`config.mk`:
```
export PLATFORM = sky130hd
export DESIGN_NAME = lcd_addr_dev_flat
export DESIGN_NICKNAME = d
export VERILOG_FILES = /design/src/shared/lcd_addr_pkg.sv /design/src/shared/lcd_addr_if.sv /design/src/hw/lcd_addr_dev.sv /design/src/flat_wrapper.sv
export VERILOG_INCLUDE_DIRS = /design/src /design/src/shared
export SDC_FILE = /design/constraint.sdc
export NUM_CORES = 1
export LEC_CHECK = 0
export ABC_CLOCK_PERIOD_IN_PS = 1610
export BUFFER_PORTS_ARGS = -buffer_cell sky130_fd_sc_hd__buf_2
export CELL_PAD_IN_SITES_DETAIL_PLACEMENT = 1
export CELL_PAD_IN_SITES_GLOBAL_PLACEMENT = 1
export CORE_ASPECT_RATIO = 1.2
export CORE_MARGIN = 1.5
export CORE_UTILIZATION = 40
export DETAILED_ROUTE_END_ITERATION = 8
export PLACE_DENSITY = 0.82
export SYNTH_ARGS = -nofsm -noshare
export SYNTH_HDL_FRONTEND = slang
export SYNTH_SLANG_ARGS = --single-unit
```
`constraint.sdc`:
```
create_clock -name CLK -period 1.61 [get_ports CLK]
set_input_delay 0.322 -clock CLK [delete_from_list [all_inputs] [get_ports CLK]]
set_output_delay 0.322 -clock CLK [all_outputs]
set_load 0.005 [all_outputs]
```
`src/shared/lcd_addr_params.svh`:
```
`ifndef LCD_ADDR_PARAMS_SVH
`define LCD_ADDR_PARAMS_SVH
// Command patterns
`define START_CMD_MASK 8'hE0
`define START_CMD_CODE 8'hC0
`define PAGE_CMD_MASK 8'hFC
`define PAGE_CMD_CODE 8'hB8
`define DUTY_CMD_MASK 8'hFE
`define DUTY_CMD_CODE 8'hA8
// Reset values
`define FIRST_ROW_RESET 5'h00
`define PAGE_RESET 2'h3
`define DUTY_RESET 1'h1
`define PAGE_BASE_RESET 5'h18
`define PINS_IDLE 3'h7
`define DB_IDLE 8'hFF
// Synchronised control pin positions
`define PIN_SELECT 2
`define PIN_READ_N 1
`define PIN_WRITE_N 0
// Geometry
`define ROWS_PER_PAGE 8
`define HALF_ROWS 5'h10
`define HALF_MASK 5'h0F
// Host register map (byte offsets)
`define REG_CTRL 4'h0
`define REG_STAT 4'h4
`define REG_VIEW 4'h8
// Control register fields
`define CTRL_GO_BIT 8
`define CTRL_RNW_BIT 9
`define CTRL_CD_BIT 10
`endif

```
`src/shared/lcd_addr_pkg.sv`:
```
`default_nettype none
package lcd_addr_pkg;
  typedef logic [4:0] row_t;
  typedef logic [1:0] page_t;
  typedef enum logic [1:0] {
    BUS_IDLE,
    BUS_SETUP,
    BUS_STROBE,
    BUS_HOLD
  } bus_state_e;
endpackage
`default_nettype wire

```
`src/shared/lcd_addr_if.sv`:
```
`default_nettype none
interface lcd_addr_if;
  logic select_cd;
  logic read_n;
  logic write_n;
  logic [7:0] db_to_dev;
  logic [7:0] db_from_dev;
  logic db_from_dev_oe_n;
  modport dev (
    input select_cd, read_n, write_n, db_to_dev,
    output db_from_dev, db_from_dev_oe_n
  );
  modport host (
    output select_cd, read_n, write_n, db_to_dev,
    input db_from_dev, db_from_dev_oe_n
  );
endinterface
`default_nettype wire

```
`src/hw/lcd_addr_dev.sv`:
```
// Summary of operation
// Five-bit start line names first common row
// Displayed block is 32 or 16 rows
// Common n shows row start+n mod 32
// Only first sixteen mapped rows driven here
// Host command: select low, read high, write low
// Code 110xxxxx loads start line
// Memory is four pages of 80 columns
// Page p covers rows 8p to 8p+7
// Host sets page before memory access
// Code 101110xx loads page register
// Page bits decode directly to page number
// Reset clears start line to zero
// Reset sets page to three
// Duty high 1/32, low 1/16
// Byte bit 0 is page's lowest row
// Other codes leave both registers unchanged
`include "lcd_addr_params.svh"
`default_nettype none
module lcd_addr_dev
  import lcd_addr_pkg::*;
(
  input wire logic CLK,
  input wire logic NRST,
  lcd_addr_if.dev BUS,
  input wire logic [4:0] COMMON_INDEX,
  output logic [4:0] FIRST_ROW,
  output logic [1:0] PAGE_SEL,
  output logic DUTY_32,
  output logic [4:0] MAPPED_ROW,
  output logic MAPPED_VALID,
  output logic [4:0] PAGE_BASE_ROW
);
  // ----------------------------------------
  // Pin synchronisers
  // ----------------------------------------
  // Host strobes are asynchronous to CLK: two stages before any decode
  logic [2:0] ctrl_meta_reg;
  logic [2:0] ctrl_sync_reg;
  logic [7:0] db_meta_reg;
  logic [7:0] db_sync_reg;
  logic write_n_last_reg;
  // Reset to idle levels so no false strobe edge follows reset
  always_ff @(posedge CLK or negedge NRST) begin
    if (!NRST) begin
      ctrl_meta_reg <= `PINS_IDLE;
      ctrl_sync_reg <= `PINS_IDLE;
    end else begin
      ctrl_meta_reg <= {BUS.select_cd, BUS.read_n, BUS.write_n};
      ctrl_sync_reg <= ctrl_meta_reg;
    end
  end
  // Data settles long before the strobe falls, so bit skew is harmless
  always_ff @(posedge CLK or negedge NRST) begin
    if (!NRST) begin
      db_meta_reg <= `DB_IDLE;
      db_sync_reg <= `DB_IDLE;
    end else begin
      db_meta_reg <= BUS.db_to_dev;
      db_sync_reg <= db_meta_reg;
    end
  end
  logic select_sync;
  logic read_n_sync;
  logic write_n_sync;
  assign select_sync = ctrl_sync_reg[`PIN_SELECT];
  assign read_n_sync = ctrl_sync_reg[`PIN_READ_N];
  assign write_n_sync = ctrl_sync_reg[`PIN_WRITE_N];
  always_ff @(posedge CLK or negedge NRST) begin
    if (!NRST) begin
      write_n_last_reg <= 1'b1;
    end else begin
      write_n_last_reg <= write_n_sync;
    end
  end
  // Command taken on the write strobe's falling edge only once
  logic cmd_stb;
  logic [7:0] cmd_byte;
  assign cmd_byte = db_sync_reg;
  assign cmd_stb = write_n_last_reg && !write_n_sync && read_n_sync
                   && !select_sync;
  // ----------------------------------------
  // Command decode
  // ----------------------------------------
  function automatic logic is_start_cmd(input logic [7:0] b);
    return (b & `START_CMD_MASK) == `START_CMD_CODE;
  endfunction
  function automatic logic is_page_cmd(input logic [7:0] b);
    return (b & `PAGE_CMD_MASK) == `PAGE_CMD_CODE;
  endfunction
  function automatic logic is_duty_cmd(input logic [7:0] b);
    return (b & `DUTY_CMD_MASK) == `DUTY_CMD_CODE;
  endfunction
  logic start_hit;
  logic page_hit;
  logic duty_hit;
  assign start_hit = cmd_stb && is_start_cmd(cmd_byte);
  assign page_hit = cmd_stb && is_page_cmd(cmd_byte);
  assign duty_hit = cmd_stb && is_duty_cmd(cmd_byte);
  // ----------------------------------------
  // Command registers
  // ----------------------------------------
  // Unknown codes hit no pattern, so every register keeps its value
  logic [4:0] first_row_reg;
  logic [1:0] page_reg;
  logic duty_reg;
  always_ff @(posedge CLK or negedge NRST) begin
    if (!NRST) begin
      first_row_reg <= `FIRST_ROW_RESET;
    end else if (start_hit) begin
      first_row_reg <= cmd_byte[4:0]; // see see
    end
  end
  always_ff @(posedge CLK or negedge NRST) begin
    if (!NRST) begin
      page_reg <= `PAGE_RESET;
    end else if (page_hit) begin
      page_reg <= cmd_byte[1:0]; // see see
    end
  end
  always_ff @(posedge CLK or negedge NRST) begin
    if (!NRST) begin
      duty_reg <= `DUTY_RESET;
    end else if (duty_hit) begin
      duty_reg <= cmd_byte[0];
    end
  end
  // ----------------------------------------
  // Row mapping
  // ----------------------------------------
  // Five-bit add wraps row 31 to row 0 for free
  logic [4:0] row_next;
  logic [4:0] row_full;
  logic [4:0] row_half;
  assign row_full = first_row_reg + COMMON_INDEX;
  // Short block: wrap inside 16 rows from the start line
  assign row_half = first_row_reg + (COMMON_INDEX & `HALF_MASK);
  always_comb begin
    row_next = row_full;
    if (!duty_reg) begin
      row_next = row_half;
    end
  end
  // ----------------------------------------
  // Display outputs
  // ----------------------------------------
  always_ff @(posedge CLK or negedge NRST) begin
    if (!NRST) begin
      MAPPED_ROW <= `FIRST_ROW_RESET;
    end else begin
      MAPPED_ROW <= row_next;
    end
  end
  // Upper common positions belong to another chip; flag them
  always_ff @(posedge CLK or negedge NRST) begin
    if (!NRST) begin
      MAPPED_VALID <= 1'b0;
    end else begin
      MAPPED_VALID <= COMMON_INDEX < `HALF_ROWS;
    end
  end
  always_ff @(posedge CLK or negedge NRST) begin
    if (!NRST) begin
      FIRST_ROW <= `FIRST_ROW_RESET;
    end else begin
      FIRST_ROW <= first_row_reg;
    end
  end
  always_ff @(posedge CLK or negedge NRST) begin
    if (!NRST) begin
      PAGE_SEL <= `PAGE_RESET;
    end else begin
      PAGE_SEL <= page_reg;
    end
  end
  always_ff @(posedge CLK or negedge NRST) begin
    if (!NRST) begin
      DUTY_32 <= `DUTY_RESET;
    end else begin
      DUTY_32 <= duty_reg;
    end
  end
  // Page p base row is 8p; bit 0 of a byte is this row
  always_ff @(posedge CLK or negedge NRST) begin
    if (!NRST) begin
      PAGE_BASE_ROW <= `PAGE_BASE_RESET;
    end else begin
      PAGE_BASE_ROW <= {page_reg, 3'h0}; // see see
    end
  end
  // ----------------------------------------
  // Status bus
  // ----------------------------------------
  // Status readback not part of this block; data pins stay released
  always_ff @(posedge CLK or negedge NRST) begin
    if (!NRST) begin
      BUS.db_from_dev <= 8'h00;
      BUS.db_from_dev_oe_n <= 1'b1;
    end else begin
      BUS.db_from_dev <= 8'h00;
      BUS.db_from_dev_oe_n <= 1'b1;
    end
  end
endmodule // lcd_addr_dev
`default_nettype wire

```
`src/flat_wrapper.sv`:
```
// flat-port wrapper written by rule: the top's interface ports become plain ports
module lcd_addr_dev_flat import lcd_addr_pkg::*;
  (CLK, NRST, COMMON_INDEX, FIRST_ROW, PAGE_SEL, DUTY_32, MAPPED_ROW, MAPPED_VALID, PAGE_BASE_ROW, BUS_select_cd, BUS_read_n, BUS_write_n, BUS_db_to_dev, BUS_db_from_dev, BUS_db_from_dev_oe_n);
  lcd_addr_if BUS_i ();
  input wire logic CLK;
  input wire logic NRST;
  input wire logic [4:0] COMMON_INDEX;
  output logic [4:0] FIRST_ROW;
  output logic [1:0] PAGE_SEL;
  output logic DUTY_32;
  output logic [4:0] MAPPED_ROW;
  output logic MAPPED_VALID;
  output logic [4:0] PAGE_BASE_ROW;
  input wire logic [$bits(BUS_i.select_cd)-1:0] BUS_select_cd;
  input wire logic [$bits(BUS_i.read_n)-1:0] BUS_read_n;
  input wire logic [$bits(BUS_i.write_n)-1:0] BUS_write_n;
  input wire logic [$bits(BUS_i.db_to_dev)-1:0] BUS_db_to_dev;
  output wire logic [$bits(BUS_i.db_from_dev)-1:0] BUS_db_from_dev;
  output wire logic [$bits(BUS_i.db_from_dev_oe_n)-1:0] BUS_db_from_dev_oe_n;
  assign BUS_i.select_cd = BUS_select_cd;
  assign BUS_i.read_n = BUS_read_n;
  assign BUS_i.write_n = BUS_write_n;
  assign BUS_i.db_to_dev = BUS_db_to_dev;
  assign BUS_db_from_dev = BUS_i.db_from_dev;
  assign BUS_db_from_dev_oe_n = BUS_i.db_from_dev_oe_n;
  lcd_addr_dev u_core (.CLK(CLK), .NRST(NRST), .BUS(BUS_i), .COMMON_INDEX(COMMON_INDEX), .FIRST_ROW(FIRST_ROW), .PAGE_SEL(PAGE_SEL), .DUTY_32(DUTY_32), .MAPPED_ROW(MAPPED_ROW), .MAPPED_VALID(MAPPED_VALID), .PAGE_BASE_ROW(PAGE_BASE_ROW));
endmodule
```
# After elaboration in Yosys (flattened, before gate mapping)
# Cells that the tools add are included.
# word_totals
in_bits	18
ff_bits	45
# classes
n_eq_ne	3
addsub	2
mux	1
n_reduce_logical	8
n_lt_le_gt_ge	1
# ops
cell	count
equality test 7 bit (second input constant)	1
equality test 6 bit (second input constant)	1
logical AND 1 bit	6
adder 5 x 4 -> 5 bit	1
adder 5 bit	1
less-than comparator 5 bit (second input constant)	1
two-way mux 5 bit	1
equality test 3 bit (second input constant)	1
logical NOT 1 bit	2

# Depth between registers and ports, before layout
# Gate-level depths: netlist (run 1).
# depth
depth_word	5
ltp_mapped	7
ltp_nobuf	7

# Worst setup path before layout (run 1)
# No wires, ideal clock.
# synth_path
path_kind	register to register
start	reg u_core.write_n_last_reg
end	reg u_core.first_row_reg[2]
arrival_time_ns	1.327
path_slack_ns	0.158
stages_incl_launch_ff	5
period_less_slack_ns	1.452
path_cell_list	dfstp_2 nand3b_4 nor3b_4 nand3b_4 mux2_4
# synth_between
elab_chain_len	4
# synth_rtl
element	line	text
from (decl)	lcd_addr_dev.sv:42	logic write_n_last_reg;
from (signal assigned)	lcd_addr_dev.sv:73	write_n_last_reg <= write_n_sync;
logical AND 1 bit (2 in a row)	lcd_addr_dev.sv:80	assign cmd_stb = write_n_last_reg && !write_n_sync && read_n_sync
logical AND 1 bit	lcd_addr_dev.sv:81	&& !select_sync;
logical AND 1 bit	lcd_addr_dev.sv:97	assign start_hit = cmd_stb && is_start_cmd(cmd_byte);
to (signal assigned)	lcd_addr_dev.sv:109	first_row_reg <= `FIRST_ROW_RESET;
to (signal assigned)	lcd_addr_dev.sv:111	first_row_reg <= cmd_byte[4:0];
to (decl)	lcd_addr_dev.sv:104	logic [4:0] first_row_reg;
# No other way between the ends.
# A chain may end at the register's enable or synchronous reset.

# Final worst setup path (run 1)
# layout_path
start	reg u_core.first_row_reg[0]
end	reg u_core.MAPPED_ROW[4]
# layout_between
elab_chain_len	2
# layout_rtl
element	line	text
adder 5 x 4 -> 5 bit or adder 5 bit (tied branches)	lcd_addr_dev.sv:137, lcd_addr_dev.sv:135	
two-way mux 5 bit *	lcd_addr_dev.sv:140	if (!duty_reg) begin
net u_core.row_next[4]	lcd_addr_dev.sv:132	logic [4:0] row_next;
to (signal assigned)	lcd_addr_dev.sv:149	MAPPED_ROW <= `FIRST_ROW_RESET;
to (signal assigned)	lcd_addr_dev.sv:151	MAPPED_ROW <= row_next;
to (decl)	lcd_addr_dev.sv:30	output logic [4:0] MAPPED_ROW,
# Mark *: on every way through the listed nets, which the timed path passes. The rest lies on a longest branch.

==> results.txt, run 1 <==
The worst register-to-register path has a depth of 7. Internal power comes to 1.681 mW. Leaving out fill and tap cells, the most frequent cells in the layout are 33 x buf_2, 29 x dfstp_2, 16 x dfrtp_1.

By area the synthesized netlist is led by dfstp_2 47%, dfrtp_1 25%, buf_4 6.4%, mux2_4 5.5%, ha_1 3.1%. The worst-case register-to-register setup slack came out at 0.08 ns. Setup repair after global routing could not meet its margin everywhere. The number of global-route vias before repair came out at 843. The largest net degree at the start of global routing came out at 46.

The deepest clock path buffer count came out at 2. The buffer cell driving the clock tree root is clkbuf_8. The startpoint identified for the worst register-to-register timing path is u_core.first_row_reg[0]. At the worst endpoint, the arrival time is approximately 1.7 ns.

The count of cell types in the netlist came out at 20. The maximum net fanout on the critical path is 3. Pin placement for this block handled 46 I/O pins. The number of buffers added for setup after CTS came out at 0. The class of the most critical hold timing path is input pin to register.

The average via count per standard cell came out at 4.185. The synthesized design spends more area on one cell type than any other, namely dfstp_2. Of the total power, the share spent switching nets is 23.04%. Counting instances, the worst hold path has a depth of 1. The core footprint is 3941 µm². The synthesized area per cell is roughly 17 µm².

The number of core rows came out at 25. The layout cell share with drive strength beyond 1 is 61.48%. The count of pins over their slew limit came to 0.

The die is 61.35 µm wide. From bottom edge to top edge, the die measures between 70 and 80 µm. The endpoint of the worst hold path is u_core.ctrl_meta_reg[1]. After synthesis the netlist holds a flip-flop and latch count of 45.

The signed area change from the synthesized netlist to the final layout came out at 17.46%. The critical path is of the register to register type. The initial utilization of the core area, before any placement, comes to 41.46%.

The clock buffer count from CTS came out at 5. The total power is 2.185 mW. The final net count came out at 157. STA puts the critical path data required time at approximately 1.8 ns. TritonCTS built the clock tree. In this run the most critical hold path is launched from BUS_read_n. Registers are responsible for between 50% and 60% of the overall power. The worst voltage drop across the vdd grid came out at 0.5932 mV. The switching power total came out at 503.5 µW. The number of warnings issued by yosys is 0.

In the final routed layout, each cell accounts on average for between 10 and 15 µm. Of the total power, combinational logic draws 10.5%. The delay contributed by the slowest stage of the critical path is approximately 0.4 ns. The post-synthesis instance area came out at 1634 µm². Setup violations remaining at the end of the flow were counted as 0. For this design, the slowest cell found on the critical path is fa_1. The pre-antenna-repair detailed-routing pass consisted of 2 iterations.

The synthesized netlist cell count came out at 96. The clock power share came out at 30.2%. In this run the biggest area consumer among cell types represents 46.63% of the synthesized area. The leakage power total came out at roughly 0.97 nW.

The antenna violation net count after detailed routing is 0. The final count of hold timing violations came to 0. The overall track demand over capacity in global routing came out at 12.14%. The count of inserted antenna diode cells is 0. After detailed routing, the total wire length is roughly 2.4 mm.

Dividing the final minimum period by the clock period gives 95.34%. The overall via count from detail_route is around 800. The number of antenna violations at the first check in global routing came out at 0. Walking the worst path, the cells encountered are ha_1 > inv_1 > fa_1 > inv_1 > a21o_1 > a21oi_2 > xnor2_1.

For the worst-skew pair, the clock arrives at the later sink with an insertion delay of 0.29 ns. The H-tree level count is 2. The clock slew seen by the registers of the worst setup and hold paths is 0.08 ns.

The ratio of total power to cell area came out at 1138 nW/µm². The flow ran to the end, and the final reports show no timing, DRC or antenna violations. The endpoint identified for the worst register-to-register timing path is u_core.MAPPED_ROW[4]. The total overflow left after global routing is 0.

The clock skew after layout is 0.008233 ns. The global placement routability congestion came out at 0.7825. The count of buffers added on input and output ports is 33. In this run, the number of DRC markers left after iteration 0 of detailed routing was 23. The first-pass GRT wire length is approximately 3.8 mm. Summing the sequential cell areas from Yosys gives ~71% of the chip area. The maximum frequency from static timing analysis is 0.6515 GHz. By instance count, the cell type seen most on the critical path is inv_1. The instance area at placement is 1819 µm². The final design area excluding fillers came out at 1919 µm². The leading cell type in the layout, fill and taps excluded is buf_2. The remaining routing DRC violations came out at 0. The number of max-cap violations came out at 0. Detailed placement finished with a half-perimeter wire length of 1.768 mm.

The number of clock sinks came out at 45. The number of filler instances in the final layout came out at 433. The total die area is between 4000 and 5000 µm². The kind of start point of the critical path is a register. The final critical delay including setup and external delays came out at 1.535 ns. STA classifies the critical path endpoint as a register.
power groups by stage:
stage | sequential, mW | combinational, mW | clock (mW)
after floorplan | 1.32 | 0.123 | 0
after global placement | 1.31 | 0.214 | 0
after detailed placement | 1.32 | 0.228 | 0
after CTS | 1.30 | 0.231 | 0.693
after global routing | 1.31 | 0.261 | 0.747
final | 1.30 | 0.229 | 0.660
cell families (layout without fill, tap and decap cells):
group	Yosys count	count (layout)	share of synthesized area, %
buffers and inverters	20	49	7.810
other	2	12	0.4596
AO/OA/AOI/OAI	4	4	1.531
XOR/XNOR	4	4	2.144
adder cells (fa/ha/maj)	5	5	4.288
multiplexers	8	8	6.891
flip-flops	45	45	71.13
AND/OR/NAND/NOR	8	8	5.742
per-stage QoR:
stage / instances / setup WS [ns] / TNS, ns / utilization (%) / hold slack (ns)
2_1_floorplan: 106 / 0.1580 / 0 / - / 0.02641
3_3_place_gp: 180 / 0.1060 / 0 / 46.16 / 0.3060
3_5_place_dp: 180 / 0.04911 / 0 / 46.16 / 0.3130
4_1_cts: 189 / 0.02988 / 0 / 48.60 / 0.1101
5_1_grt: 189 / -0.01634 / -0.01668 / 48.70 / 0.09426
6_report: 189 / 0.07503 / 0 / 48.70 / 0.1246
synthesized netlist by cell type:
cell / n
dfstp_2: 29
inv_1: 6
mux2_2: 1
nor3b_4: 1
a21oi_1: 2
and4bb_2: 1
nand2_1: 1
mux2_4: 6
nand3b_4: 2
a21o_1: 2
fa_1: 1
ha_1: 4
xnor2_1: 4
dfrtp_1: 16
nor2_1: 1
conb_1: 2
mux2_1: 1
buf_4: 14
nand3_2: 1
nand3_1: 1
critical path, delay by kind of cell, from the launching register on:
kind | cells | cell delay (ns)
AO/OA/AOI/OAI | 2 | 0.19
buffers and inverters | 2 | 0.13
adder cells (fa/ha/maj) | 2 | 0.58
XOR/XNOR | 1 | 0.12
flip-flops | 1 | 0.39
how the worst max path moves through the flow:
stage                                        from                       to  slack, ns  depth (start not counted)
after floorplan           u_core.write_n_last_reg  u_core.first_row_reg[2]       0.16                          4
after global placement    u_core.write_n_last_reg  u_core.first_row_reg[4]       0.11                          4
after detailed placement  u_core.write_n_last_reg  u_core.first_row_reg[3]       0.05                          4
after CTS                 u_core.write_n_last_reg  u_core.first_row_reg[3]       0.03                          4
after global routing      u_core.first_row_reg[0]     u_core.MAPPED_ROW[4]      -0.02                          7
final                     u_core.first_row_reg[0]     u_core.MAPPED_ROW[4]       0.08                          7
final cells by class:
cell class	instances	area, µm²	share of cell area, %
Sequential cell	45	1162	60.56
Clock buffer	6	72.57	3.781
Timing Repair Buffer	35	195.2	10.17
Clock inverter	2	13.76	0.7171
Multi-Input combinational cell	41	385.4	20.08
Inverter	6	22.52	1.173
Tap cell	54	67.56	3.520
timing repair:
item / CTS / global route
gates resized for setup: 0 / 1
hold buffers: 1 / 0
endpoints found under the setup margin: 0 / 3
endpoints found under the hold margin: 16 / 0
routing by layer:
| layer | track usage, % | vias up | part of all wire (%) |
|---|---|---|---|
| li1 | - | 354 | - |
| met1 | 11.89 | 398 | 34 |
| met2 | 20.45 | 35 | 57 |
| met3 | 5.496 | 4 | 7.2 |
| met4 | 7.092 | 0 | 1.6 |
| met5 | 0 | - | 0 |
Note: power is estimated with default switching activity, not from simulation.
==> run 2: changes to the inputs <==
- ABC_AREA: unset -> 1
- PLACE_DENSITY: 0.82 -> 0.85
- RECOVER_POWER: unset -> 25
==> results.txt, run 2 <==
The kind of capture point of the worst setup path is a register (unchanged). The transition at the pin with the smallest max-transition slack is 1.036 ns. The count of hold-fix buffers inserted at cts came to 0 (was 1). The remaining routing DRC violations was 0 (unchanged). The number of I/O pins came out at 46 (unchanged).

The number of antenna violations at the first check in global routing is 0 (unchanged). The number of global-route vias before repair was 1103 (was 843). The maximum net fanout on the critical path was 3 (unchanged). The clock latency at the later pin of the worst-skew pair came to 0.29 ns (about the same). The clock buffer count from CTS came to 5 (unchanged). The synthesized netlist cell count is 138 (was 96). The total die area came out at 4616 µm² (was 4479 µm²). The number of warnings issued by yosys is 0 (unchanged). The number of iterations in the first detailed-routing pass is 4 (was 2). The leading cell type in the layout, fill and taps excluded is buf_2 (unchanged).

The CTS tree is yes (unchanged). The sequential share of power was 59.9% (was 59.3%). The minimum setup slack after placement was 0.01177 ns (was 0.04911 ns). The kind of start point of the critical path is a register (unchanged). The minimum setup slack in the final design is 0.09617 ns (was 0.07503 ns). The final instance count without filler cells came out at 230 (was 189). The signed area change from the synthesized netlist to the final layout is 15.21% (was 17.46%). The overall track demand over capacity in global routing was 14.19% (was 12.14%). Ranking of synthesized cells by instance count: 29 x dfstp_2, 28 x nand2_1, 16 x dfrtp_1 (was 29 x dfstp_2, 16 x dfrtp_1, 14 x buf_4). The clock power share was 29.9% (was 30.2%). The ratio of total power to cell area came to 1114 nW/µm² (was 1138 nW/µm²). The total power is 2.164 mW (was 2.185 mW). The final net count is 198 (was 157). The deepest clock path buffer count came to 2 (unchanged). The number of buffers inserted by port buffering is 33 (unchanged).

The synthesized flop and latch total came out at 45 (unchanged). The wire length reported by the detailed router is 2.957 mm (was 2.357 mm). The number of core rows came out at 25 (unchanged). The classification of the worst setup path was register to register (unchanged). The layout cell share with drive strength beyond 1 is 42.61% (was 61.48%). The proportion of power drawn by combinational gates is 10.2% (was 10.5%). The cell internal power dissipation came to 1.647 mW (was 1.681 mW). The maximum frequency from static timing analysis came to 0.6606 GHz (was 0.6515 GHz). The number of gates resized after cts came out at 0 (unchanged). Most frequent cells in the layout: 32 x buf_2, 29 x dfstp_2, 28 x nand2_1 (was 33 x buf_2, 29 x dfstp_2, 16 x dfrtp_1). The die extent in y came to 74.13 µm (was 73.02 µm). The clock slew seen by the registers of the worst setup and hold paths is 0.08 ns (about the same). The count of pins over their slew limit is 0 (unchanged). The initial core utilization is 42.13% (was 41.46%). The count of inserted antenna diode cells came out at 0 (unchanged). The final HPWL from detailed placement is 2.187 mm (was 1.768 mm).

Setup repair after global routing missed its margin: false (was true). The post-synthesis instance area came out at 1687 µm² (was 1634 µm²). The per-cell routed wire length was 12.86 µm (was 12.47 µm). The switching power total was 516.5 µW (was 503.5 µW). The switching power as a share of total power came out at 23.87% (was 23.04%).

The buffer cell driving the clock tree root is clkbuf_8 (unchanged). The count of cell types in the netlist is 18 (was 20). The portion of synthesized cell area occupied by the leading cell type came out at 45.18% (was 46.63%). The floorplan die width came out at 62.28 µm (was 61.35 µm).

The global-route congestion overflow total is 0 (unchanged). The overall via count from detail_route came out at 1024 (was 791). The average via count per standard cell came out at 4.452 (was 4.185). The leading cell type by number of instances after synthesis was dfstp_2 (unchanged). The leakage power total came out at 0.9993 nW (was 0.9669 nW). The final count of hold timing violations came out at 0 (unchanged). The first-pass GRT wire length came to 4.885 mm (was 3.753 mm). The worst voltage drop across the vdd grid came to 0.6367 mV (was 0.5932 mV). The DRC marker count from the first detailed-route iteration came out at 25 (was 23). The headroom to the max-slew limit is a little under a third.

The final critical delay including setup and external delays was 1.514 ns (was 1.535 ns). The largest net degree at the start of global routing is 46 (unchanged). The antenna violation net count after detailed routing was 0 (unchanged). The number of buffers added for setup after CTS is 0 (unchanged). The number of max-cap violations was 0 (unchanged). The number of enable flip-flop cells after synthesis is 0 (unchanged). The final worst-path cycle share was 94.03% (was 95.34%).

The synthesized area per cell is 12.22 µm² (was 17.02 µm²). The class of the most critical hold timing path is input pin to register (unchanged). The global placement routability congestion came out at 0.7645 (was 0.7825). The number of clock sinks is 45 (unchanged).

The worst hold-check slack is 0.1240 ns (was 0.1246 ns). The data arrival time of the worst path came out at 1.70 ns (was 1.72 ns). Run status: complete, no violations (unchanged). The number of setup violations in the final report is 0 (unchanged). The most common flop cell mapped by yosys is dfstp_2 (unchanged). The cell total after placement was 222 (was 180). The post-synthesis cell type with the largest combined area was dfstp_2 (unchanged). The core footprint is 4004 µm² (was 3941 µm²). The sequential area share after synthesis is 68.92% (was 71.13%). The proportion of synthesized flip-flops having asynchronous set or reset is 100.0% (unchanged). The clock skew after layout was 0.008202 ns (was 0.008233 ns). The H-tree level count was 2 (unchanged). The setup TNS came out at 0 ns (unchanged).

Biggest area contributors in the synthesized netlist: dfstp_2 45%, dfrtp_1 24%, buf_4 6.2%, nand2_1 6.2%, nand3_1 3.9% (was dfstp_2 47%, dfrtp_1 25%, buf_4 6.4%, mux2_4 5.5%, ha_1 3.1%). The required arrival time at the worst endpoint is 1.80 ns (was 1.79 ns).
[run 2: cell count changes after synthesis, sizes merged, moves of 2 or more]
cell / delta
nand3b: -2
mux2: -8
nand2: +28
nand3: +11
xnor2: -2
nor2: +7
inv: +8
a21o: -2
xor2: +2
[run 2: logic make-up after synthesis]
logic type,Yosys count,synth area share [%]
buf+inv,28,9.347
fa+ha+maj,5,4.154
compound gates,2,0.5935
flops,45,68.92
xor+xnor,4,2.078
other cells,2,0.4453
simple gates,52,14.47
[run 2: cell type report]
type / instances / area [µm²]
multi-input cells: 75 / 409.1
well taps: 54 / 67.56
flip-flops and latches: 45 / 1162
inverters: 14 / 52.55
fillers: 476 / 2061
clock inverters: 2 / 10.01
repair buffers: 34 / 168.9
clock buffers: 6 / 72.57
[run 2: layer usage]
layer / vias up / track usage (%) / part of all wire (%)
li1: 468 / - / -
met1: 510 / 12.32 / 34
met2: 42 / 29.11 / 59
met3: 4 / 5.295 / 6.0
met4: 0 / 6.173 / 1.3
met5: - / 0 / 0
[run 2: path summary, 6_finish.rpt]
check	cells past startpoint	start	end	slack [ns]
setup / recovery	6	u_core.first_row_reg[0]	u_core.MAPPED_ROW[4]	0.1
hold / removal	1	BUS_db_to_dev[6]	u_core.db_meta_reg[6]	0.12
setup reg to reg	6	u_core.first_row_reg[0]	u_core.MAPPED_ROW[4]	0.1
hold reg to reg	0	u_core.ctrl_meta_reg[2]	u_core.ctrl_sync_reg[2]	0.36
max in group asynchronous	2	NRST	u_core.MAPPED_ROW[3]	0.69
min in group asynchronous	2	NRST	u_core.first_row_reg[3]	0.29
[run 2: power by group through the flow]
stage	clock network (mW)	registers, mW	logic, mW
finish	0.647	1.30	0.221
floorplan	0	1.31	0.120
detailed placement	0	1.32	0.223
global placement	0	1.31	0.206
global route	0.728	1.31	0.252
CTS	0.670	1.30	0.225
[run 2: worst max-delay path, cell delays in order (launching register included)]
cell	delay, ns
dfrtp_1	0.38
ha_2	0.20
inv_1	0.05
fa_2	0.35
or2_1	0.26
nand3_1	0.12
nand2_1	0.06
[run 2: stage by stage]
stage	cell area [µm²]	utilization, %
2_1_floorplan	1724	-
3_3_place_gp	1859	46.44
3_5_place_dp	1859	46.44
4_1_cts	1942	48.50
5_1_grt	1943	48.53
6_report	1943	48.53
